==> src/verilog/ssf_defs.svh <==
`ifndef SSF_DEFS_SVH
`define SSF_DEFS_SVH

// ****************************************
// Register map
// ****************************************
`define SSF_ADDR_STATUS 32'h0000_0000
`define SSF_ADDR_SOURCE 32'h0000_0004
`define SSF_ADDR_WIDTH 12

// ****************************************
// Field positions
// ****************************************
`define SSF_BIT_WDT_BG 0
`define SSF_BIT_WDT_RT 1
`define SSF_BIT_STARTUP 2
`define SSF_BIT_PROJECT 3
`define SSF_BIT_SAVED 4
`define SSF_BIT_DIFFERS 5
`define SSF_BIT_FILESET 6
`define SSF_BIT_DEFAULT 7
`define SSF_BIT_CLOCKS 8
`define SSF_BIT_ABORT 9
`define SSF_BIT_BUFFER 10
`define SSF_BIT_PROGRAM 11
`define SSF_BIT_CODE_LO 12
`define SSF_BIT_CODE_HI 14
`define SSF_BIT_LIVE 15

// ****************************************
// Reset values
// ****************************************
`define SSF_RESET_STATUS 32'h0000_0000

// ****************************************
// AHB encodings
// ****************************************
`define SSF_HTRANS_NONSEQ 2'h2
`define SSF_HTRANS_SEQ 2'h3
`define SSF_HRESP_OKAY 1'h0

`endif

==> src/verilog/ssf_pkg.sv <==
package ssf_pkg;

  // Condition inputs from the controller's firmware and monitors
  typedef struct packed {
    logic [2:0] unit_config_error_code;
    logic program_exceeds_store;
    logic buffer_exceeds_ram;
    logic global_abort_stop;
    logic missing_phase_servo_clock;
    logic factory_default_state;
    logic system_file_setting_error;
    logic config_differs_from_save;
    logic saved_settings_error;
    logic project_file_read_error;
    logic rt_watchdog_expired;
    logic bg_watchdog_expired;
  } ssf_cond_s;

  // Pending AHB data phase
  typedef struct packed {
    logic active;
    logic write;
    logic [11:0] addr;
  } ssf_phase_s;

endpackage : ssf_pkg

==> src/verilog/ssf_status.sv <==
// Function
// - Status is one 32-bit word; bits 31 to 16 read zero.
// - Word lives only in flops; cleared by power-up reset.
// - Bit 15 sets when expansion units or end cover change live.
// - Bits 14 to 12 carry the three-bit unit configuration error code.
// - Bit 11 set when program exceeds nonvolatile store.
// - Bit 10 set when buffer allocation exceeds working RAM.
// - Bit 9 set while stopped by global abort-all.
// - Bit 8 set when phase or servo clock is missing.
// - Bit 6 flags system file setting error; bit 7 factory default.
// - Bit 5 set when hardware differs from last saved configuration.
// - Bit 4 set when saved settings fail on load.
// - Bit 3 set when user project file read fails.
// - Bit 2 is OR of bits 3 through 6.
// - Bit 1 set on real-time task watchdog expiry.
// - Bit 0 set on background task watchdog expiry.
// - Hardware-change flag reads 0 before a live change, 1 after.
// - Unit configuration is compared every cycle, not just at start.
// - Hardware-change flag sticks until reset; operation continues.
//
// Added by the designer: the address map and the AHB-Lite register port.
`timescale 1ns/10ps
`default_nettype none
`include "ssf_defs.svh"

module ssf_status #(
  parameter int UNIT_MAP_W = 16
) (
  // Clock and reset
  input wire logic MCLK,
  input wire logic RESET,
  // AHB-Lite slave
  input wire logic HSEL,
  input wire logic [31:0] HADDR,
  input wire logic [1:0] HTRANS,
  input wire logic HWRITE,
  input wire logic [2:0] HSIZE,
  input wire logic [31:0] HWDATA,
  input wire logic HREADY,
  output logic [31:0] HRDATA,
  output logic HREADYOUT,
  output logic HRESP,
  // Conditions
  input wire ssf_pkg::ssf_cond_s COND,
  input wire logic [UNIT_MAP_W-1:0] UNIT_MAP,
  input wire logic RESET_CMD,
  // Status out
  output logic [31:0] STATUS_WORD
);

  // ****************************************
  // Hardware-change tracking
  // ****************************************
  logic [UNIT_MAP_W-1:0] unit_map_ref;
  logic map_valid;
  logic unit_config_changed_live;
  logic clear_all;

  // Power cycle or full reset command wipes the word
  assign clear_all = RESET | RESET_CMD;

  always_ff @(posedge MCLK)
  begin
    if (clear_all)
    begin
      map_valid <= 1'b0;
      unit_map_ref <= '0;
    end
    else
    begin
      // Snapshot first so start-up layout is not counted as a change
      map_valid <= 1'b1;
      if (!map_valid)
        unit_map_ref <= UNIT_MAP;
    end
  end

  always_ff @(posedge MCLK)
  begin
    if (clear_all)
      unit_config_changed_live <= 1'b0;
    else if (map_valid && UNIT_MAP != unit_map_ref)
      unit_config_changed_live <= 1'b1;
  end

  // ****************************************
  // Status word assembly
  // ****************************************
  logic [31:0] next_status;
  logic [31:0] status;

  always_comb
  begin
    next_status = `SSF_RESET_STATUS;
    next_status[`SSF_BIT_LIVE] = unit_config_changed_live;
    next_status[`SSF_BIT_CODE_HI:`SSF_BIT_CODE_LO] =
      COND.unit_config_error_code;
    next_status[`SSF_BIT_PROGRAM] = COND.program_exceeds_store;
    next_status[`SSF_BIT_BUFFER] = COND.buffer_exceeds_ram;
    next_status[`SSF_BIT_ABORT] = COND.global_abort_stop;
    next_status[`SSF_BIT_CLOCKS] =
      COND.missing_phase_servo_clock;
    next_status[`SSF_BIT_DEFAULT] = COND.factory_default_state;
    next_status[`SSF_BIT_FILESET] =
      COND.system_file_setting_error;
    next_status[`SSF_BIT_DIFFERS] =
      COND.config_differs_from_save;
    next_status[`SSF_BIT_SAVED] = COND.saved_settings_error;
    next_status[`SSF_BIT_PROJECT] =
      COND.project_file_read_error;
    next_status[`SSF_BIT_STARTUP] = COND.project_file_read_error |
      COND.saved_settings_error | COND.config_differs_from_save |
      COND.system_file_setting_error;
    next_status[`SSF_BIT_WDT_RT] = COND.rt_watchdog_expired;
    next_status[`SSF_BIT_WDT_BG] = COND.bg_watchdog_expired;
  end

  always_ff @(posedge MCLK)
  begin
    if (clear_all)
      status <= `SSF_RESET_STATUS;
    else
      status <= next_status;
  end

  assign STATUS_WORD = status;

  // ****************************************
  // AHB-Lite slave, zero wait states
  // ****************************************
  ssf_pkg::ssf_phase_s phase;
  logic take;

  assign take = HSEL & HREADY & HTRANS[1];

  always_ff @(posedge MCLK)
  begin
    if (RESET)
      phase <= '0;
    else if (HREADY)
    begin
      phase.active <= take;
      phase.write <= HWRITE;
      phase.addr <= HADDR[`SSF_ADDR_WIDTH-1:0];
    end
  end

  // Writes are accepted and dropped; the word is hardware-owned
  always_ff @(posedge MCLK)
  begin
    if (RESET)
      HRDATA <= 32'h0000_0000;
    else if (take && !HWRITE)
    begin
      case (HADDR[`SSF_ADDR_WIDTH-1:0])
        `SSF_ADDR_WIDTH'(`SSF_ADDR_STATUS): HRDATA <= status;
        `SSF_ADDR_WIDTH'(`SSF_ADDR_SOURCE):
          HRDATA <= {{(32-UNIT_MAP_W){1'b0}}, unit_map_ref};
        default: HRDATA <= 32'h0000_0000;
      endcase
    end
    else
      HRDATA <= 32'h0000_0000;
  end

  assign HREADYOUT = 1'b1;
  assign HRESP = `SSF_HRESP_OKAY;

endmodule : ssf_status
`default_nettype wire
==> config.mk <==
export PLATFORM = sky130hd
export DESIGN_NAME = ssf_status
export DESIGN_NICKNAME = d
export VERILOG_FILES = /design/src/verilog/ssf_pkg.sv /design/src/verilog/ssf_status.sv
export VERILOG_INCLUDE_DIRS = /design/src /design/src/verilog
export SDC_FILE = /design/constraint.sdc
export NUM_CORES = 1
export LEC_CHECK = 0
export BUFFER_PORTS_ARGS = -buffer_cell sky130_fd_sc_hd__clkbuf_2
export CAP_MARGIN = 25
export CORE_UTILIZATION = 39
export DETAILED_ROUTE_END_ITERATION = 10
export GPL_TIMING_DRIVEN = 1
export PLACE_DENSITY = 0.91
export SLEW_MARGIN = 15
export SYNTH_ARGS = -nofsm -noshare
export SYNTH_HDL_FRONTEND = slang
export SYNTH_SLANG_ARGS = --single-unit
==> constraint.sdc <==
create_clock -name MCLK -period 1.46 [get_ports MCLK]
set_input_delay 0.073 -clock MCLK [delete_from_list [all_inputs] [get_ports MCLK]]
set_output_delay 0.073 -clock MCLK [all_outputs]
set_load 0.05 [all_outputs]
After elaboration in Yosys (flattened, before gate mapping):

Index checks and enable logic that the tools add are counted.
W data, S select, Z words.

* word-level logic and storage cells: 22
* register bits: 82
* output and inout bits: 66

* bitwise logic cells: 7
* eq/ne operators: 2
* reduce and logical (&&, ||, !) cells: 5
* muxes and demuxes: 2

Operators with widths (number)
* $pmux W32 S2: 1
* $ne A16 B16 Y1: 1
* $eq A12 B3 Y1 const B: 1
* $logic_not A12 Y1: 1
* $or A1 B1 Y1: 4
* $and A1 B1 Y1: 2
* $logic_and A1 B1 Y1: 2
* $reduce_or A2 Y1: 1
* $logic_not A1 Y1: 1
* $mux W1: 1
* $not A1 Y1: 1

Logic depth before layout (Yosys ltp):

Gate-level depths: netlist (run 1).

* word-level depth: 5
* gate-level depth with buffers: 5
* gate-level depth less buffers: 4

Least setup slack after synthesis (run 1):

OpenSTA, ideal clock, no wires.

* path kind: reg2reg
* from: register unit_map_ref[7]
* to: register unit_config_changed_live
* period minus slack after synthesis: 1.130 ns
* arrival: 1.014 ns
* cell stages (with the launch flop): 5
* path buffers: 0
* setup time: 0.116 ns
* data required time: 1.344 ns
* setup slack: 0.330 ns
* cell sequence: dfxtp_1 xor2_1 nor4_1 nand4_1 a31o_1

* longest elaborated chain between the ends: 2

RTL lines
* start: declaration: RTL line ssf_status.sv:54 `logic [UNIT_MAP_W-1:0] unit_map_ref;`
* start signal: assignment: RTL line ssf_status.sv:67 `unit_map_ref <= '0;`
* start signal: assignment: RTL line ssf_status.sv:74 `unit_map_ref <= UNIT_MAP;`
* $ne A16 B16 Y1: RTL line ssf_status.sv:82 `else if (map_valid && UNIT_MAP != unit_map_ref)`
* $logic_and A1 B1 Y1: RTL line ssf_status.sv:82
* end signal: assignment: RTL line ssf_status.sv:81 `unit_config_changed_live <= 1'b0;`
* end signal: assignment: RTL line ssf_status.sv:83 `unit_config_changed_live <= 1'b1;`
* end: declaration: RTL line ssf_status.sv:56 `logic unit_config_changed_live;`

No other way between the ends.
A chain may end at the register's enable or synchronous reset.

Worst setup path after layout (run 1):

* from: register unit_map_ref[12]
* to: register unit_config_changed_live

The elaborated chain is that of the path after synthesis.

==> flow_summary.yaml, run 1 <==
run_status:
  status: "finished, final reports clean"
grt:
  grt_use_total_pct: 16.2
  grt_overflow: 0
  grt_pass1_vias: 1561
  antenna_found_initial: 0
  grt_pass1_wl_um: 7370
  grt_max_degree: 18
synthesis:
  yosysUniqueCellTypes: 18
  yosysSeqAreaShare_pct: 46.1
  syn_area_per_cell_um2: 10.6
  synth_seq_cells: 50
  ys.warnings.count: 0
  synth_cells: 204
  synth_area_um2: 2170
clock_network:
  htreeDepth: 2
  cts_tree: "yes"
  clk_path_buf_depth: 2
  cts-buffers-inserted: 5
  cts_root_buffer: "clkbuf_8"
  cts_sinks: 50
  clk_pin_slew_worst_paths_ns: 0.09
  cts_setup_buffers: 0
  cts_hold_repair.buffers: 13
  clk_latency_ns: 0.29
  cts_resized: 0
routing:
  wl_per_cell_um: 12.3
  drt_pass1_iterations: 4
  top_layer_used: "met4"
  m1WireLength_um: 2040
  ant_nets: 0
  via_per_inst: 4.26
  totalWireLength_um: 4540
  dr_total_vias: 1567
  wl_met3_um: 258
  met2_wirelength_um: 2230
  drt-initial-drc-count: 26
  drc: 0
floorplan:
  io-pin-count: 171
  start_util_pct: 41.5
  die-area_um2: 5870
  die_h_um: 76.6
  fp-row-count: 26
  core_um2: 5240
  die_x_um: 76.6
sta:
  setup_tns_ns: 0
  fin_crit_ns: 1.32
  rsz0062_at_grt: "false"
  max_freq_ghz: 0.755
  hold_viol: 0
  slew_violations: 0
  final.setup.worst_slack_ns: 0.136
  final-setup-viol-count: 0
  finalClockSkew_ns: 0.00731
  timing.final.crit_share_pct: 90.7
layout:
  seq_area_um2: 1000
  final_cell_mix: "clkbuf_2, dfxtp_1, conb_1, mux2i_1, nor2_1"
  fill_cells: 497
  final_common_cell: "clkbuf_2"
  drive_gt1_share_pct: 35.6
  multi_input_area_um2: 978
  synthToLayoutAreaGrowth_pct: 25.7
  antenna_cells: 0
  fin_nets: 403
worst_setup_path:
  crit_type: "flip-flop to flip-flop"
  arrival_ns: 1.52
  endpoint_kind: "flip-flop"
  cp.required_ns: 1.66
  worstPathMaxFanout: 3
  crit_path_start_kind: "flip-flop"
pwr:
  ir_drop_mv: 0.450
  powerDensity_nw_per_um2: 1000
  leakage_nw: 1.33
placement:
  gp_congestion: 0.747
  io_buffers: 80
  dp_slack_ns: 0.139
  hpwlAfterDp_um: 3290
worst_hold_path:
  min_path_type: "primary input to flip-flop"
run:
  drv_cap: 0
-- synthesized netlist by cell type --
| library cell | instances | share of area [%] |
|---|---|---|
| and2_1 | 15 | 4.3 |
| or2_1 | 1 | 0.29 |
| nor2_2 | 10 | 2.9 |
| mux2i_1 | 32 | 15 |
| buf_2 | 5 | 1.2 |
| inv_4 | 1 | 0.29 |
| nor2_1 | 23 | 4.0 |
| conb_1 | 2 | 0.35 |
| dfxtp_1 | 50 | 46 |
| buf_4 | 36 | 12 |
| and4b_1 | 1 | 0.46 |
| a31o_1 | 1 | 0.40 |
| nand4_4 | 1 | 0.98 |
| buf_6 | 1 | 0.52 |
| nand4_1 | 1 | 0.29 |
| xor2_1 | 16 | 6.5 |
| nor4_1 | 5 | 1.4 |
| nor4_4 | 3 | 2.9 |
-- metrics by stage --
step	hold WS [ns]	total power, W	instance area, um^2	instances	util, %
after floorplan	0.193	0.00191	2290	236	-
after global placement	0.272	0.00197	2520	348	48.0
after detailed placement	0.277	0.00198	2520	348	48.0
after CTS	0.0235	0.00276	2730	368	52.1
after global routing	0.0443	0.00287	2730	368	52.1
final	0.0386	0.00274	2730	368	52.1
-- state kept, by name, summed over array words and instances, names as in the netlist --
register                  cells
HRDATA                       16
STATUS_WORD                  16
map_valid                     1
unit_config_changed_live      1
unit_map_ref                 16
-- cell type report --
type                            count  share of cell area [%]
Sequential cell                    50                    36.7
Multi-Input combinational cell    143                    35.8
Timing Repair Buffer               97                    21.0
Tap cell                           70                    3.21
Clock buffer                        5                    2.52
Clock inverter                      2                   0.550
Inverter                            1                   0.229
-- power by group --
group / leakage, nW / switching [W] / internal, W
Sequential: 0.408 / 0.0000268 / 0.00140
Combinational: 0.882 / 0.000385 / 0.000162
Clock: 0.0362 / 0.000439 / 0.000328
Total: 1.33 / 0.000851 / 0.00189
-- final timing paths --
kind,to,from,slack (ns),cells past startpoint
max,unit_config_changed_live,unit_map_ref[12],0.14,4
min reg2reg,STATUS_WORD[15],unit_config_changed_live,0.46,1
max reg2reg,unit_config_changed_live,unit_map_ref[12],0.14,4
min,STATUS_WORD[6],COND[5],0.04,2
-- metal layers --
layer  global-route usage (%)  up-vias
li1                         -      780
met1                     20.2      718
met2                     27.5       67
met3                     4.43        2
met4                     4.04        0
met5                        0        -
-- kinds of logic (layout without fill, tap and decap cells) --
family | count (synthesis) | in the layout | share of synthesized area [%]
mux | 32 | 32 | 14.7
buf+inv | 43 | 105 | 14.4
simple gates | 60 | 60 | 17.6
xor+xnor | 16 | 16 | 6.45
compound gates | 1 | 1 | 0.403
flops | 50 | 50 | 46.1
other cells | 2 | 34 | 0.346
-- worst max-delay path, stage by stage (launching register included) --
cell     delay (ns)
dfxtp_1        0.34
xor2_1         0.14
nor4_1         0.38
nand4_1        0.14
a31o_1         0.23
Power figures use the tool's default switching activity.
==> run 2: changes to the inputs <==
==> constraint.sdc (replaced) <==
create_clock -name MCLK -period 1.46 [get_ports MCLK]
set_input_delay 0.292 -clock MCLK [delete_from_list [all_inputs] [get_ports MCLK]]
set_output_delay 0.292 -clock MCLK [all_outputs]
set_load 0.05 [all_outputs]
==> run 2 against run 1 <==
- sequential cell count is the same
- highest routed layer unchanged
- final cell count decreased by 3.3%
- setup slack worse by 0.029 ns
- non-clock buffer count shrank 13
- register-to-register slack got worse by 0.03 ns
- utilization is 2.0 points lower
- worst hold slack improved by 0.15 ns
- clock power rose by 23%
==> flow_summary.yaml, run 2 (synthesis results as in run 1) <==
run_status:
  status: "finished, final reports clean"
clock_network:
  clk_pin_slew_worst_paths_ns: 0.09
  cts-buffers-inserted: 5
  cts_tree: "yes"
  cts_resized: 0
  clk_latency_ns: 0.29
  cts_setup_buffers: 0
  htreeDepth: 2
  cts_sinks: 50
  cts_root_buffer: "clkbuf_8"
  clk_path_buf_depth: 2
  cts_hold_repair.buffers: 0
worst_setup_path:
  endpoint_kind: "flip-flop"
  regToRegStartpoint: "unit_map_ref[1]"
  crit_path_start_kind: "flip-flop"
  arrival_ns: 1.55
  cp.required_ns: 1.66
  crit_type: "flip-flop to flip-flop"
  rr_worst_depth: 4
  timing.rr.end: "unit_config_changed_live"
  worstPathMaxFanout: 3
  reg2reg_setup_slack_ns: 0.11
sta:
  finalClockSkew_ns: 0.00625
  rsz0062_at_grt: "false"
  setup_tns_ns: 0
  max_freq_ghz: 0.739
  fin_crit_ns: 1.35
  slew_violations: 0
  hold_viol: 0
  final.setup.worst_slack_ns: 0.107
  timing.final.crit_share_pct: 92.7
  final-setup-viol-count: 0
floorplan:
  io-pin-count: 171
  start_util_pct: 41.5
  die_x_um: 76.6
  die-area_um2: 5870
  die_h_um: 76.6
  core_um2: 5240
  fp-row-count: 26
routing:
  drt_pass1_iterations: 4
  drt-initial-drc-count: 20
  dr_total_vias: 1511
  totalWireLength_um: 4310
  drc: 0
  wl_per_cell_um: 12.1
  via_per_inst: 4.24
  ant_nets: 0
worst_hold_path:
  holdPathEnd: "STATUS_WORD[9]"
  worstHoldStart: "COND[8]"
  min_path_cells: 2
  min_path_type: "primary input to flip-flop"
pwr:
  power_frac_seq_pct: 49.4
  clock_power_share_pct: 32.7
  internal_power_w: 0.00205
  finalPower_w: 0.00289
  netSwitchingPower_w: 0.000836
  leakage_nw: 1.29
  powerDensity_nw_per_um2: 1100
  p_comb_share_pct: 17.9
  p_sw_share_pct: 29.0
  ir_drop_mv: 0.510
grt:
  grt_pass1_wl_um: 7180
  grt_max_degree: 18
  grt_overflow: 0
  antenna_found_initial: 0
  grt_use_total_pct: 15.7
  grt_pass1_vias: 1508
placement:
  placedInstanceArea_um2: 2520
  hpwlAfterDp_um: 3350
  io_buffers: 80
  gp_congestion: 0.748
  dp_slack_ns: 0.0122
layout:
  final_common_cell: "clkbuf_2"
  final_cell_mix: "clkbuf_2, dfxtp_1, conb_1, mux2i_1, nor2_1"
  antenna_cells: 0
  drive_gt1_share_pct: 37.1
  final_area_um2: 2630
  synthToLayoutAreaGrowth_pct: 20.9
  fin_nets: 390
  final_util_pct: 50.1
run:
  drv_cap: 0
## run 2: changes by cell type in the layout (fill, tap and decap cells not counted)
cell           previous run  this run
dlygate4sd3_1            13         0
bufinv_16                 0         1
clkinvlp_4                2         1
clkbuf_1                  0         1
## run 2: how the worst max path moves through the flow
stage	endpoint	startpoint	cells after the start
after floorplan	HRDATA[10]	HADDR[2]	4
after global placement	unit_config_changed_live	UNIT_MAP[1]	5
after detailed placement	unit_config_changed_live	UNIT_MAP[1]	5
after CTS	unit_config_changed_live	unit_map_ref[1]	4
after global routing	unit_config_changed_live	unit_map_ref[14]	4
final	unit_config_changed_live	unit_map_ref[1]	4
## run 2: cell type report
| cell class | instances | area [um^2] |
|---|---|---|
| sequential | 50 | 1000 |
| tap | 70 | 87.6 |
| clock buffer | 6 | 72.6 |
| inverter | 1 | 6.26 |
| timing repair buffer | 84 | 443 |
| multi-input combinational | 143 | 978 |
| fill | 506 | 2610 |
| clock inverter | 2 | 37.5 |
## run 2: metal layers
metal  wire [um]  track usage, %  part of all wire (%)  vias up
met5           0               0                     0        -
li1            -               -                     -      758
met4          63            5.77                   1.5        0
met1        1840            19.3                    43      680
met3         295            3.47                   6.8        7
met2        2110            26.7                    49       66
## run 2: power groups by stage
stage | combinational, W | clock (W) | sequential (W)
after floorplan | 0.000398 | 0 | 0.00152
after global placement | 0.000511 | 0 | 0.00146
after detailed placement | 0.000518 | 0 | 0.00146
after CTS | 0.000519 | 0.000976 | 0.00143
after global routing | 0.000550 | 0.00103 | 0.00143
final | 0.000517 | 0.000943 | 0.00143
## run 2: stage by stage
step,hold WS [ns],cells
floorplan,0.412,236
global placement,0.437,348
detailed placement,0.442,348
CTS,0.181,356
global route,0.183,356
finish,0.189,356
## run 2: critical path, stage by stage, from the launching register on
cell and delay (ns):
dfxtp_1 0.34, xor2_1 0.16, nor4_1 0.39, nand4_1 0.14
a31o_1 0.23
